`config.mk`:
```
export PLATFORM = sky130hd
export DESIGN_NAME = uic_ctrl
export DESIGN_NICKNAME = d
export VERILOG_FILES = /design/src/rtl/uic_pkg.sv /design/src/rtl/uic_ctrl.sv /design/src/rtl/uic_rx_timeout.sv
export SDC_FILE = /design/constraint.sdc
export NUM_CORES = 1
export LEC_CHECK = 0
export ABC_AREA = 1
export BUFFER_PORTS_ARGS = -buffer_cell sky130_fd_sc_hd__buf_2
export CORE_MARGIN = 1
export CORE_UTILIZATION = 45
export CTS_CLUSTER_SIZE = 28
export DETAILED_ROUTE_END_ITERATION = 7
export GPL_ROUTABILITY_DRIVEN = 0
export PLACE_DENSITY_LB_ADDON = 0.08
export REMOVE_ABC_BUFFERS = 1
export SYNTH_ARGS = -nofsm -noshare
export SYNTH_HDL_FRONTEND = slang
export SYNTH_HIERARCHICAL = 1
export SYNTH_SLANG_ARGS = --single-unit
```
`constraint.sdc`:
```
create_clock -name clk -period 4 [get_ports clk]
set_clock_uncertainty 0.05 [all_clocks]
set_input_delay 0.6 -clock clk [delete_from_list [all_inputs] [get_ports clk]]
set_output_delay 0.6 -clock clk [all_outputs]
set_load 0.02 [all_outputs]
```
`src/rtl/uic_pkg.sv`:
```
// Constants, field layout and carriers for the UART interrupt/FIFO control.
// Assumes one 250 MHz clock and a synchronous, active-high reset.
package uic_pkg;

    // Register addresses on A2..A0
    localparam logic [2:0] ADDR_RHR = 3'h0;
    localparam logic [2:0] ADDR_IER = 3'h1;
    localparam logic [2:0] ADDR_ISR = 3'h2;
    localparam logic [2:0] ADDR_LSR = 3'h5;
    localparam logic [2:0] ADDR_MSR = 3'h6;

    // Interrupt enable field positions and reset
    localparam int IER_RX = 0;
    localparam int IER_TX = 1;
    localparam int IER_LS = 2;
    localparam int IER_MS = 3;
    localparam logic [3:0] IER_RESET = 4'h0;

    // FIFO control field positions
    localparam int FCR_EN = 0;
    localparam int FCR_RXRST = 1;
    localparam int FCR_TXRST = 2;
    localparam int FCR_DMA = 3;
    localparam int FCR_TRIG = 6;
    localparam logic [1:0] TRIG_RESET = 2'h0;

    // Identification codes, priority 1 to 5, then none
    localparam logic [3:0] ID_LS = 4'h6;
    localparam logic [3:0] ID_TO = 4'hC;
    localparam logic [3:0] ID_RX = 4'h4;
    localparam logic [3:0] ID_TX = 4'h2;
    localparam logic [3:0] ID_MS = 4'h0;
    localparam logic [3:0] ID_NONE = 4'h1;

    // Receive trigger levels for codes 00..11
    localparam logic [4:0] TRIG_L0 = 5'h01;
    localparam logic [4:0] TRIG_L1 = 5'h04;
    localparam logic [4:0] TRIG_L2 = 5'h08;
    localparam logic [4:0] TRIG_L3 = 5'h0E;

    // Time-out length: characters plus extra bit times
    localparam logic [6:0] TO_CHARS = 7'h04;
    localparam logic [6:0] TO_EXTRA_BITS = 7'h0C;

    // FIFO depth in characters
    localparam logic [4:0] FIFO_DEPTH = 5'h10;

    // Host bus request, one cycle per strobe
    typedef struct packed {
        logic cs;
        logic rd;
        logic wr;
        logic [2:0] addr;
        logic [7:0] wdata;
    } uic_bus_t;

    // Interrupt sources from the channel datapath
    typedef struct packed {
        logic rhr_full;
        logic [4:0] rx_count;
        logic rx_char_in;
        logic rhr_err;
        logic overrun;
        logic thr_empty;
        logic [4:0] tx_count;
        logic [3:0] msr_delta;
    } uic_src_t;

endpackage

```
`src/rtl/uic_ctrl.sv`:
```
// Interrupt enable, identification and FIFO control for one channel.
// Assumes the datapath decodes its own registers and supplies sources.
`timescale 1ns/1ns
`default_nettype none
module uic_ctrl #(
    parameter int CW = 7
) (
    // Clock and reset
    input wire logic clk,
    input wire logic srst,
    // Host register bus
    input wire uic_pkg::uic_bus_t bus,
    input wire logic divisor_access,
    output logic [7:0] rd_data_q,
    // Channel sources
    input wire uic_pkg::uic_src_t src,
    input wire logic bit_tick,
    input wire logic [3:0] char_bits,
    // Interrupt pin control
    input wire logic mode_68,
    input wire logic interrupt_select_input,
    input wire logic mcr_int_enable,
    output logic irq_q,
    output logic irq_oe_q,
    // FIFO control outputs
    output logic fifo_enable_q,
    output logic dma_mode_q,
    output logic rx_fifo_reset_q,
    output logic tx_fifo_reset_q,
    // DMA handshake pins
    output logic receive_ready_pin_n_q,
    output logic transmit_ready_pin_n_q
);

    // Register state
    logic [3:0] ier_q;        // Interrupt enables
    logic [1:0] trig_q;       // Trigger code
    logic [3:0] id_q;         // Reported source code
    logic ls_pend_q;          // Line status pending
    logic to_pend_q;          // Time-out pending
    logic tx_pend_q;          // Transmit-ready pending
    logic rhr_err_q;          // Previous error tag
    logic tx_empty_q;         // Previous transmit empty

    // Decoded accesses
    logic data_sel;
    logic wr_ier, wr_fcr, wr_thr;
    logic rd_ier, rd_isr, rd_rhr, rd_lsr, rd_msr;
    logic [4:0] trig_lvl;
    logic rx_src, tx_empty, ms_src, to_exp;
    logic [4:0] act;          // Enabled pending per source
    logic [3:0] code_d;
    logic id_live;

    // Source slots in act
    localparam int S_LS = 0;
    localparam int S_TO = 1;
    localparam int S_RX = 2;
    localparam int S_TX = 3;
    localparam int S_MS = 4;

    // Registers shown only while divisor access is off
    assign data_sel = bus.cs && !divisor_access;
    assign wr_ier = data_sel && bus.wr && bus.addr == uic_pkg::ADDR_IER;
    assign wr_fcr = data_sel && bus.wr && bus.addr == uic_pkg::ADDR_ISR;
    assign wr_thr = data_sel && bus.wr && bus.addr == uic_pkg::ADDR_RHR;
    assign rd_ier = data_sel && bus.rd && bus.addr == uic_pkg::ADDR_IER;
    assign rd_isr = data_sel && bus.rd && bus.addr == uic_pkg::ADDR_ISR;
    assign rd_rhr = data_sel && bus.rd && bus.addr == uic_pkg::ADDR_RHR;
    assign rd_lsr = data_sel && bus.rd && bus.addr == uic_pkg::ADDR_LSR;
    assign rd_msr = data_sel && bus.rd && bus.addr == uic_pkg::ADDR_MSR;

    // Trigger level lookup
    always_comb begin
        unique case (trig_q)
            2'h0: trig_lvl = uic_pkg::TRIG_L0;
            2'h1: trig_lvl = uic_pkg::TRIG_L1;
            2'h2: trig_lvl = uic_pkg::TRIG_L2;
            2'h3: trig_lvl = uic_pkg::TRIG_L3;
        endcase
    end

    // Level sources; receive holds until count falls below trigger
    assign rx_src = fifo_enable_q ? (src.rx_count >= trig_lvl)
                                  : src.rhr_full;
    assign tx_empty = fifo_enable_q ? (src.tx_count == 5'h00)
                                    : src.thr_empty;
    // Modem deltas clear at their source on a status read
    assign ms_src = |src.msr_delta;

    // Enabled pending sources
    assign act[S_LS] = ier_q[uic_pkg::IER_LS] && ls_pend_q;
    assign act[S_TO] = ier_q[uic_pkg::IER_RX] && to_pend_q;
    assign act[S_RX] = ier_q[uic_pkg::IER_RX] && rx_src;
    assign act[S_TX] = ier_q[uic_pkg::IER_TX] && tx_pend_q;
    assign act[S_MS] = ier_q[uic_pkg::IER_MS] && ms_src;

    // Is a given code still backed by its source
    function automatic logic code_live(logic [3:0] c, logic [4:0] a);
        logic r;
        r = 1'b0;
        unique case (c)
            uic_pkg::ID_LS: r = a[S_LS];
            uic_pkg::ID_TO: r = a[S_TO];
            uic_pkg::ID_RX: r = a[S_RX];
            uic_pkg::ID_TX: r = a[S_TX];
            uic_pkg::ID_MS: r = a[S_MS];
            default: r = 1'b0;
        endcase
        return r;
    endfunction

    // Priority encoder, line status highest
    always_comb begin
        if (act[S_LS]) begin
            code_d = uic_pkg::ID_LS;
        end else if (act[S_TO]) begin
            code_d = uic_pkg::ID_TO;
        end else if (act[S_RX]) begin
            code_d = uic_pkg::ID_RX;
        end else if (act[S_TX]) begin
            code_d = uic_pkg::ID_TX;
        end else if (act[S_MS]) begin
            code_d = uic_pkg::ID_MS;
        end else begin
            code_d = uic_pkg::ID_NONE;
        end
    end

    assign id_live = code_live(id_q, act);

    // Reported code holds until its source is serviced
    always_ff @(posedge clk) begin
        if (srst) begin
            id_q <= uic_pkg::ID_NONE;
        end else if (!id_live) begin
            id_q <= code_d;
        end
    end

    // Interrupt enables; reserved bits are never stored
    always_ff @(posedge clk) begin
        if (srst) begin
            ier_q <= uic_pkg::IER_RESET;
        end else if (wr_ier) begin
            ier_q <= bus.wdata[3:0];
        end
    end

    // FIFO control: everything but bit 0 needs bit 0 in the same write
    always_ff @(posedge clk) begin
        if (srst) begin
            fifo_enable_q <= 1'b0;
            dma_mode_q <= 1'b0;
            trig_q <= uic_pkg::TRIG_RESET;
        end else if (wr_fcr) begin
            fifo_enable_q <= bus.wdata[uic_pkg::FCR_EN];
            if (bus.wdata[uic_pkg::FCR_EN]) begin
                dma_mode_q <= bus.wdata[uic_pkg::FCR_DMA];
                trig_q <= bus.wdata[uic_pkg::FCR_TRIG +: 2];
            end
        end
    end

    // FIFO reset strobes last one cycle, so the bits read as cleared
    always_ff @(posedge clk) begin
        if (srst) begin
            rx_fifo_reset_q <= 1'b0;
            tx_fifo_reset_q <= 1'b0;
        end else begin
            rx_fifo_reset_q <= wr_fcr && bus.wdata[uic_pkg::FCR_EN]
                && bus.wdata[uic_pkg::FCR_RXRST];
            tx_fifo_reset_q <= wr_fcr && bus.wdata[uic_pkg::FCR_EN]
                && bus.wdata[uic_pkg::FCR_TXRST];
        end
    end

    // Edge history for error tag and transmit empty
    always_ff @(posedge clk) begin
        if (srst) begin
            rhr_err_q <= 1'b0;
            tx_empty_q <= 1'b1;
        end else begin
            rhr_err_q <= src.rhr_err;
            tx_empty_q <= tx_empty;
        end
    end

    // Line status pending; a new event beats a same-cycle read
    always_ff @(posedge clk) begin
        if (srst) begin
            ls_pend_q <= 1'b0;
        end else if (src.overrun || (src.rhr_err && !rhr_err_q)) begin
            ls_pend_q <= 1'b1;
        end else if (rd_lsr) begin
            ls_pend_q <= 1'b0;
        end
    end

    // Time-out timer runs only with data waiting in FIFO mode
    uic_rx_timeout #(
        .CW(CW)
    ) u_timeout (
        .clk(clk),
        .srst(srst),
        .run(fifo_enable_q && src.rx_count != 5'h00),
        .restart(src.rx_char_in || rd_rhr),
        .bit_tick(bit_tick),
        .char_bits(char_bits),
        .expire_q(to_exp)
    );

    // Time-out pending until the holding register is read or FIFO mode is turned off
    always_ff @(posedge clk) begin
        if (srst) begin
            to_pend_q <= 1'b0;
        end else if (to_exp) begin
            to_pend_q <= 1'b1;
        end else if (rd_rhr || !fifo_enable_q) begin
            to_pend_q <= 1'b0;
        end
    end

    // Transmit ready: set on becoming empty or on enabling while empty
    always_ff @(posedge clk) begin
        if (srst) begin
            tx_pend_q <= 1'b0;
        end else if ((tx_empty && !tx_empty_q) || (wr_ier && tx_empty
                && bus.wdata[uic_pkg::IER_TX] && !ier_q[uic_pkg::IER_TX]))
        begin
            tx_pend_q <= 1'b1;
        end else if (wr_thr || (rd_isr && id_q == uic_pkg::ID_TX)) begin
            tx_pend_q <= 1'b0;
        end
    end

    // Read data; addresses other than IER and ISR read 0; the write-only control shares the ISR address
    always_ff @(posedge clk) begin
        if (srst) begin
            rd_data_q <= 8'h00;
        end else if (rd_ier) begin
            rd_data_q <= {4'h0, ier_q};
        end else if (rd_isr) begin
            rd_data_q <= {fifo_enable_q, fifo_enable_q, 2'h0, id_q};
        end else begin
            rd_data_q <= 8'h00;
        end
    end

    // Interrupt pin and its enable; modem reads clear at the source
    always_ff @(posedge clk) begin
        if (srst) begin
            irq_q <= 1'b0;
            irq_oe_q <= 1'b0;
        end else begin
            irq_q <= |act;
            irq_oe_q <= mode_68 || interrupt_select_input
                || mcr_int_enable;
        end
    end

    // DMA mode changes when the ready pins assert
    always_ff @(posedge clk) begin
        if (srst) begin
            receive_ready_pin_n_q <= 1'b1;
            transmit_ready_pin_n_q <= 1'b1;
        end else if (dma_mode_q && fifo_enable_q) begin
            receive_ready_pin_n_q <= !(rx_src || to_pend_q);
            transmit_ready_pin_n_q <= src.tx_count >= uic_pkg::FIFO_DEPTH;
        end else begin
            receive_ready_pin_n_q <= !(src.rhr_full
                || src.rx_count != 5'h00);
            transmit_ready_pin_n_q <= !tx_empty;
        end
    end
endmodule
`default_nettype wire

```
`src/rtl/uic_rx_timeout.sv`:
```
// Receive time-out timer counting bit-time enables.
// Assumes bit_tick is a one-cycle enable at the bit rate.
`timescale 1ns/1ns
`default_nettype none
module uic_rx_timeout #(
    parameter int CW = 7
) (
    // Clock and reset
    input wire logic clk,
    input wire logic srst,
    // Control
    input wire logic run,
    input wire logic restart,
    input wire logic bit_tick,
    input wire logic [3:0] char_bits,
    // Result
    output logic expire_q
);

    logic [CW-1:0] cnt_q;
    logic [CW-1:0] limit;
    logic done_q;

    // Four frames plus twelve bit times
    assign limit = CW'(uic_pkg::TO_CHARS * {3'h0, char_bits}
        + uic_pkg::TO_EXTRA_BITS);

    // Counter restarts on any receive activity; stops once expired
    always_ff @(posedge clk) begin
        if (srst || restart || !run) begin
            cnt_q <= '0;
            done_q <= 1'b0;
            expire_q <= 1'b0;
        end else begin
            expire_q <= 1'b0;
            if (bit_tick && !done_q) begin
                if (cnt_q == limit - CW'(1)) begin
                    done_q <= 1'b1;
                    expire_q <= 1'b1;
                end else begin
                    cnt_q <= cnt_q + CW'(1);
                end
            end
        end
    end
endmodule
`default_nettype wire

```
==> results of run 1 <==
## power groups by stage
stage | Sequential [uW] | Clock (uW) | Combinational [uW]
after floorplan | 387 | 0 | 30.6
after global placement | 385 | 0 | 64.8
after detailed placement | 385 | 0 | 65.8
after CTS | 376 | 293 | 66.0
after global routing | 377 | 309 | 75.0
final | 376 | 281 | 65.3
## flip-flops by register name, indices dropped and copies added (netlist names), 2 cells and up
name,flops
trig_q,2
id_q,4
rd_data_q,5
u_timeout/cnt_q,7
ier_q,4
## routing by layer
layer / track usage (%) / vias up / routed length, um
li1: - / 1013 / -
met1: 22.2 / 827 / 1850
met2: 34.5 / 56 / 1910
met3: 5.24 / 4 / 207
met4: 8.78 / 0 / 49
met5: 0 / - / 0
## worst min-delay path: cells and delay by family (launching register included)
family	cells	cell delay (ns)
flops	1	0.33
simple gates	1	0.07
compound gates	1	0.04
## worst max-delay path by stage
stage	startpoint	end	slack, ns	cells after the start
after detailed placement	char_bits[1]	u_timeout/cnt_q[4]$_SDFFE_PP0P_	2.02	10
final	char_bits[1]	u_timeout/cnt_q[4]$_SDFFE_PP0P_	2.32	10
after CTS	char_bits[1]	u_timeout/cnt_q[4]$_SDFFE_PP0P_	2.33	10
after global placement	char_bits[1]	u_timeout/cnt_q[4]$_SDFFE_PP0P_	2.05	10
after global routing	trig_q[1]$_SDFFE_PP0P_	id_q[1]$_SDFFE_PP0N_	2.12	11
after floorplan	char_bits[1]	u_timeout/cnt_q[4]$_SDFFE_PP0P_	2.30	9
## per-stage QoR
step	hold slack, ns	setup slack [ns]	total power (uW)	std cells	instance area [um^2]
after floorplan	0.363	2.30	418	278	1870
after global placement	0.380	2.05	450	383	2210
after detailed placement	0.404	2.02	451	383	2210
after CTS	0.420	2.33	735	391	2310
after global routing	0.443	2.12	761	391	2310
final	0.421	2.32	722	391	2310
## synthesized netlist by cell type
master    instances
nor4_1            4
and3_1            1
o21ai_0           6
xor2_1            1
or2_2             2
o21ai_1           1
nand2_2           3
o211ai_1          2
nand3_1          25
nand3b_1          2
inv_1            41
o31ai_1           1
a21oi_2           1
and3_2            1
nand2_1          62
nor3_1            4
nor2_2            5
clkbuf_1          2
o21a_1            1
buf_4             3
nor2_1           40
nand3_2           1
inv_2             2
a31oi_1           1
buf_6             1
nand3b_2          1
a21oi_1          21
nand4_1           2
dfxtp_1          37
nor3b_1           1
o41ai_1           1
ha_1              6
conb_1            1
## cell type report
| cell class | instances | share of cell area [%] |
|---|---|---|
| clock inverter | 1 | 0.216 |
| clock buffer | 7 | 4.17 |
| tap | 50 | 2.71 |
| inverter | 43 | 6.98 |
| timing repair buffer | 55 | 11.9 |
| multi-input combinational | 198 | 42.0 |
| sequential | 37 | 32.0 |
## logic make-up (layout without fill, tap and decap cells)
| group | Yosys count | after routing | share of synthesized area, % |
|---|---|---|---|
| buffers and inverters | 49 | 106 | 10.6 |
| DFF | 37 | 37 | 38.8 |
| xor gates and xnor gates | 1 | 1 | 0.458 |
| other | 1 | 2 | 0.196 |
| AOI/OAI and AO/OA | 35 | 35 | 10.2 |
| and+or+nand+nor | 154 | 154 | 35.9 |
| adders and majority gates | 6 | 6 | 3.93 |
==> results.ini, run 1 <==
[power_and_ir_drop]
p_switching_uw=164
leakage_uw=0.00114
ir_drop_uv=223
power_frac_comb_pct=9.0
p_sw_share_pct=22.8
pwr-share-seq_pct=52.1
p_clk_share_pct=38.8
cellPowerDensity_mw_per_mm2=312
p_int_uw=558

[final_layout]
fillers=414
fin_util_pct=57.4
multiInputGateArea_um2=971
diodes=0
area_growth_pct=21.0
drive_gt1_share_pct=23.2
final_common_cell=nand2_1
nNetsFinal=390
final_cell_mix=62 x nand2_1, 55 x buf_2, 41 x inv_1, 40 x nor2_1, 37 x dfxtp_1
register_area_um2=741

[clocking]
cts_sinks=37
cts.htree.levels=2
hold_buffers=0
cts_made_buffers=5
clk_pin_slew_ns=0.07
cts_tree=built
clk_latency_ns=0.28
cts-root-buf=clkbuf_8
cts_max_path_buffers=2
post_cts_resized=0
post-cts-setup-buffers=0

[grt]
grt_pass1_vias=1597
grt.total_usage_pct=19.7
grt_max_degree=17
antenna_found_initial=0
grt_pass1_wl_um=6510
overflow=0

[worst_setup_path]
cp_common_cell=nand2_1
r2r-end=id_q[1]$_SDFFE_PP0N_
crit_type=input port to register
crit_arrival_ns=1.81
end_kind=register
reg2reg_depth=11
crit_fanout=15
crit_required_ns=4.13
ff2ff_setup_slack_ns=2.35
cp_cell_sequence=buf_2 -> ha_1 -> a21oi_1 -> nand2_1 -> nor2_2 -> nand2_2 -> nand2_1 -> nand2_1 -> nand2_1 -> nor2_1
crit_slowest_cell=ha_1
critPathBufInv=1
cpPeakStageDelay_ns=0.31
r2r_start=trig_q[1]$_SDFFE_PP0P_
critPathLaunchType=input port
cpLargestDelayFamily=simple AND/OR/NAND/NOR gates

[die]
num_io_pins=60
rows=23
die_x_um=67.2
chipHeight_um=67.2
core_area_mm2=0.00403
start_util_pct=47.4
die-area_mm2=0.00451

[min_path]
min_path_type=register to register
min_from=u_timeout/expire_q$_SDFF_PP0_
holdPathStages=2
min_to=to_pend_q$_SDFFE_PP0P_

[sta]
max_freq_mhz=596
setup_viol=0
rsz0062_at_grt=false
hold_viol=0
drv_slew=0
fin_crit_ns=1.68
tns_ns=0
finalCritPeriodShare_pct=42.0

[route]
first_pass_iters=4
post_drt_wl_per_cell_um=10.3
vias=1900
drtIter0Drc=78
routed_wl_um=4010
avgViaCountPerCell=4.86
route.detailed.drc=0
antenna_left=0

[synthesis]
yosysTopAreaCellShare_pct=38.8
yosysSeqAreaShare_pct=38.8
synth_cell_type_count=33
synth_area_leaders=dfxtp_1 39%, nand2_1 12%, inv_1 8.1%
synth.largest_area_cell=dfxtp_1
synthCells=283
yosys_warnings=6
netlist_area_mm2=0.00191
syn_avg_cell_area_um2=6.75
synth_seq_cells=37

[outcome]
run_status=completed

[placement]
dp.final_hpwl_um=3130
portBuffers=55

[flow_run]
cap_violations=0

Power figures use the tool's default switching activity.
==> run 2, diff against run 1 <==
- clock period: 4 -> 1.48 ns (I/O delays scaled with it)
==> results.ini, run 2 (same netlist as run 1, synthesis figures left out) <==
[power_and_ir_drop]
total_power_uw=1920  ; +170%
ir_drop_uv=581  ; +160%
cellPowerDensity_mw_per_mm2=763  ; +140%
leakage_uw=0.00121  ; +5.8%

[route]
routed_wl_um=4280  ; +6.7%
first_pass_iters=4  ; unchanged
antenna_left=0  ; unchanged
post_drt_wl_per_cell_um=10.6  ; +3.3%
avgViaCountPerCell=4.80  ; -1.1%
vias=1941  ; +2.2%
route.detailed.drc=0  ; unchanged
drtIter0Drc=66  ; -15%

[grt]
grt_pass1_vias=1702  ; +6.6%
grt_max_degree=16  ; -1
grt.total_usage_pct=20.3  ; +0.62 points
antenna_found_initial=0  ; unchanged
grt_pass1_wl_um=6900  ; +6.1%
overflow=0  ; unchanged

[outcome]
violations=negative setup slack
run_status=complete, but fails checks

[min_path]
min_from=src[11]
min_to=rhr_err_q$_SDFF_PP0_
min_path_type=input port to register
holdPathStages=3  ; +1

[final_layout]
nNetsFinal=404  ; +3.6%
largest_register=u_timeout/cnt_q
area_growth_pct=31.4
fin_util_pct=62.3  ; +4.9 points
largestRegisters=u_timeout/cnt_q x7, rd_data_q x5
fillers=401  ; -3.1%
drive_gt1_share_pct=31.6  ; +8.5 points
final_cell_mix=56 x nand2_1, 55 x buf_2, 37 x inv_1, 37 x nor2_1, 34 x dfxtp_1
final_common_cell=nand2_1
diodes=0  ; unchanged
largest_reg_flops=7  ; unchanged

[sta]
hold_viol=0  ; unchanged
finalWorstSetupSlack_ns=-0.0408  ; -2.36 ns
fin_hold_ws_ns=0.106  ; -0.315 ns
max_freq_mhz=658
rsz0062_at_grt=true
setup_viol=3  ; +3
drv_slew=0  ; unchanged
fin_crit_ns=1.52
finalCritPeriodShare_pct=103

[clocking]
cts-root-buf=clkbuf_8
cts_made_buffers=5  ; unchanged
cts_sinks=37  ; unchanged
cts.htree.levels=2  ; unchanged
clk_pin_slew_ns=0.07  ; about the same
clk_latency_ns=0.28  ; about the same
cts_max_path_buffers=2  ; unchanged
cts_tree=built

[worst_setup_path]
crit_path_start=trig_q[0]$_SDFFE_PP0P_
end_kind=register
crit_fanout=3  ; -12
r2r_start=trig_q[0]$_SDFFE_PP0P_
crit_required_ns=1.61  ; -2.52 ns
crit_type=register to register
reg2reg_depth=11  ; unchanged
ff2ff_setup_slack_ns=-0.04  ; -2.39 ns
crit_arrival_ns=1.65  ; -0.16 ns
critPathLaunchType=register
r2r-end=id_q[1]$_SDFFE_PP0N_

[die]
die_x_um=67.2  ; unchanged
core_area_mm2=0.00403  ; unchanged
num_io_pins=60  ; unchanged
chipHeight_um=67.2  ; unchanged
start_util_pct=47.4  ; unchanged
die-area_mm2=0.00451  ; unchanged
rows=23  ; unchanged

[placement]
place_ws_ns=-0.121  ; -2.14 ns
portBuffers=55  ; unchanged
dp.final_hpwl_um=3180  ; +1.7%

[flow_run]
cap_violations=0  ; unchanged

[run 2: critical path, stage by stage (launching register included)]
cell,delay (ns)
dfxtp_2,0.36
nor2_2,0.05
ha_1,0.26
inv_1,0.03
nand2_1,0.06
nand3_2,0.09
nand3_4,0.13
nand3_4,0.09
nand2_2,0.07
nor2_1,0.04
nor2_1,0.13
nor2_2,0.05
[run 2: worst max-delay path by stage]
stage | cells after the start | slack [ns] | end
floorplan | 11 | 0.07 | id_q[1]$_SDFFE_PP0N_
global placement | 11 | -0.08 | id_q[1]$_SDFFE_PP0N_
detailed placement | 11 | -0.12 | id_q[1]$_SDFFE_PP0N_
CTS | 11 | 0.003 | id_q[2]$_SDFFE_PP0N_
global route | 11 | -0.16 | id_q[1]$_SDFFE_PP0N_
finish | 11 | -0.04 | id_q[1]$_SDFFE_PP0N_
[run 2: layer usage]
metal  up-vias  track usage, %  share of wire, %
li1       1043               -                 -
met1       849            23.9                47
met2        43            35.1                48
met3         6            4.90               4.2
met4         0            8.24               1.4
met5         -               0                 0
[run 2: where the power goes]
group | internal, uW | total (uW) | switching, uW
clock | 369 | 692 | 323
sequential | 1010 | 1020 | 7.26
combinational | 92.3 | 205 | 113
total | 1470 | 1920 | 444
[run 2: repair_timing]
action                                  in CTS  in global routing
gates cloned                                 0                  1
gates resized for setup                     16                 12
pin swaps                                    8                  7
hold buffers                                 0                  0
endpoints found under the setup margin       5                 14
setup buffers                                1                  0
[run 2: through the flow]
stage | instances | area (um^2) | TNS (ns)
detailed placement | 395 | 2300 | -0.831
global placement | 395 | 2300 | -0.524
global route | 404 | 2510 | -0.554
finish | 404 | 2510 | -0.0475
floorplan | 278 | 1870 | 0
CTS | 403 | 2460 | 0
[run 2: layout make-up]
class                   count  area (um^2)  share of cell area [%]
clock buffers               7         86.3                    3.44
inverters                  43          161                    6.43
repair buffers             68          373                    14.9
flip-flops and latches     37          744                    29.7
well taps                  50         62.6                    2.49
multi-input cells         199         1080                    43.1
==> run 3, diff against run 2 <==
- RECOVER_POWER: unset -> 25
- SETUP_SLACK_MARGIN: unset -> 0.2
- SKIP_LAST_GASP: unset -> 1
==> results.ini, run 3 (same netlist as run 1, synthesis figures left out) <==
[route]
avgViaCountPerCell=4.85  ; +0.95%
vias=1974  ; +1.7%
first_pass_iters=4  ; unchanged
route.detailed.drc=0  ; unchanged
wl_met3_um=179  ; -0.56%
post_drt_wl_per_cell_um=10.8  ; +2.5%
antenna_left=0  ; unchanged
met1_length_um=2030  ; +1.6%
top_layer=met4
drtIter0Drc=66  ; unchanged
routed_wl_um=4410  ; +3.2%
wl_met2_um=2150  ; +5.3%

[clocking]
cts.htree.levels=2  ; unchanged
cts_max_path_buffers=2  ; unchanged
cts_tree=built
clk_latency_ns=0.28  ; about the same
cts_sinks=37  ; unchanged
clk_pin_slew_ns=0.07  ; about the same
hold_buffers=0  ; unchanged
cts_made_buffers=5  ; unchanged
cts-root-buf=clkbuf_8

[grt]
overflow=0  ; unchanged
antenna_found_initial=0  ; unchanged
grt_max_degree=13  ; -3
grt_pass1_wl_um=7160  ; +3.7%
grt_pass1_vias=1751  ; +2.9%
grt.total_usage_pct=21.0  ; +0.71 points

[worst_setup_path]
r2r-end=id_q[1]$_SDFFE_PP0N_
crit_required_ns=1.61  ; about the same
crit_type=register to register
crit_slowest_cell=dfxtp_2
r2r_start=trig_q[0]$_SDFFE_PP0P_
cpPeakStageDelay_ns=0.36  ; about the same
reg2reg_depth=11  ; unchanged
critPathLaunchType=register
end_kind=register
crit_path_start=trig_q[0]$_SDFFE_PP0P_
cp_cell_sequence=nor2_2 -> ha_1 -> inv_1 -> nand2_1 -> nand3_2 -> nand3_4 -> nand3_4 -> nand2_2 -> nor2_1 -> nor2_1 -> nor2_2
ff2ff_setup_slack_ns=-0.04  ; about the same
crit_fanout=3  ; unchanged
endpoint=id_q[1]$_SDFFE_PP0N_
crit_arrival_ns=1.65  ; about the same

[sta]
fin_crit_ns=1.52  ; +0.000661 ns
drv_slew=0  ; unchanged
setup_viol=3  ; unchanged
hold_viol=0  ; unchanged
rsz0062_at_grt=true
max_freq_mhz=657  ; about the same
finalCritPeriodShare_pct=103  ; about the same
finalWorstSetupSlack_ns=-0.0415  ; -0.000661 ns

[die]
die_x_um=67.2  ; unchanged
num_io_pins=60  ; unchanged
chipHeight_um=67.2  ; unchanged
rows=23  ; unchanged
core_area_mm2=0.00403  ; unchanged
start_util_pct=47.4  ; unchanged
die-area_mm2=0.00451  ; unchanged

[power_and_ir_drop]
leakage_uw=0.00121  ; +0.59%
total_power_uw=1920  ; +0.36%
p_int_uw=1470  ; about the same
cellPowerDensity_mw_per_mm2=743  ; -2.7%
p_sw_share_pct=23.4  ; +0.28 points
power_frac_comb_pct=10.9  ; +0.2 points
p_switching_uw=451  ; +1.6%
ir_drop_uv=580  ; about the same
pwr-share-seq_pct=52.9  ; -0.2 points
p_clk_share_pct=36.2  ; about the same

[placement]
portBuffers=55  ; unchanged
dp.final_hpwl_um=3180  ; unchanged
place_ws_ns=-0.121  ; unchanged
placedInstanceArea_mm2=0.00230  ; unchanged

[final_layout]
final_common_cell=nand2_1
largest_reg_flops=7  ; unchanged
diodes=0  ; unchanged
drive_gt1_share_pct=35.3  ; +3.7 points
nNetsFinal=407  ; +0.74%
area_growth_pct=35.5
fillers=386  ; -3.7%
final_area_mm2=0.00259  ; +3.1%
largestRegisters=u_timeout/cnt_q x7, rd_data_q x5
final_cell_mix=54 x nand2_1, 53 x buf_2, 36 x inv_1, 36 x nor2_1, 33 x dfxtp_1
largest_register=u_timeout/cnt_q

[flow_run]
cap_violations=0  ; unchanged

[outcome]
run_status=complete, but fails checks
violations=negative setup slack

[min_path]
min_path_type=input port to register

## run 3: area by class of cell
type,instances,area [um^2],share of cell area [%]
clock buffers,7,86.3,3.33
inverters,43,164,6.33
multi-input cells,199,1150,44.4
flip-flops and latches,37,746,28.8
well taps,50,62.6,2.42
repair buffers,71,382,14.7
## run 3: worst min path at each step
| stage | startpoint | to | cells after the start |
|---|---|---|---|
| floorplan | srst | id_q[2]$_SDFFE_PP0N_ | 1 |
| global placement | mcr_int_enable | irq_oe_q$_SDFF_PP0_ | 3 |
| detailed placement | u_timeout/expire_q$_SDFF_PP0_ | to_pend_q$_SDFFE_PP0P_ | 2 |
| CTS | mcr_int_enable | irq_oe_q$_SDFF_PP0_ | 3 |
| global route | bus[1] | rx_fifo_reset_q$_SDFF_PP0_ | 3 |
| finish | src[11] | rhr_err_q$_SDFF_PP0_ | 3 |
## run 3: per-stage QoR
step / cells / utilization [%] / hold slack [ns] / TNS (ns)
after floorplan: 278 / - / 0.234 / 0
after global placement: 395 / 57.1 / 0.380 / -0.524
after detailed placement: 395 / 57.1 / 0.384 / -0.831
after CTS: 405 / 62.7 / 0.102 / 0
after global routing: 407 / 64.3 / 0.110 / -0.667
final: 407 / 64.3 / 0.106 / -0.0900
## run 3: per-layer routing
layer	GRT usage [%]	vias to the layer above
met5	0	-
met4	8.24	0
met3	4.90	6
met2	36.4	43
met1	24.9	879
li1	-	1046
## run 3: power by group through the flow
stage / clock network [uW] / logic, uW / registers, uW
after detailed placement: 0 / 189 / 1040
after floorplan: 0 / 82.6 / 1050
after global placement: 0 / 186 / 1040
after CTS: 717 / 206 / 1020
final: 696 / 209 / 1020
after global routing: 765 / 235 / 1020
## run 3: worst max-delay path: cells and delay by family (launching register included)
kind / cells / cell delay [ns]
adders and majority gates: 1 / 0.26
DFF: 1 / 0.36
and+or+nand+nor: 9 / 0.72
buffers and inverters: 1 / 0.03
## run 3: repair_timing
item                                    4_1_cts  5_1_grt
endpoints found under the setup margin       15       16
pin swaps                                    12       11
resized for setup                            33       16
cloned                                        1        0
setup buffers                                 2        2
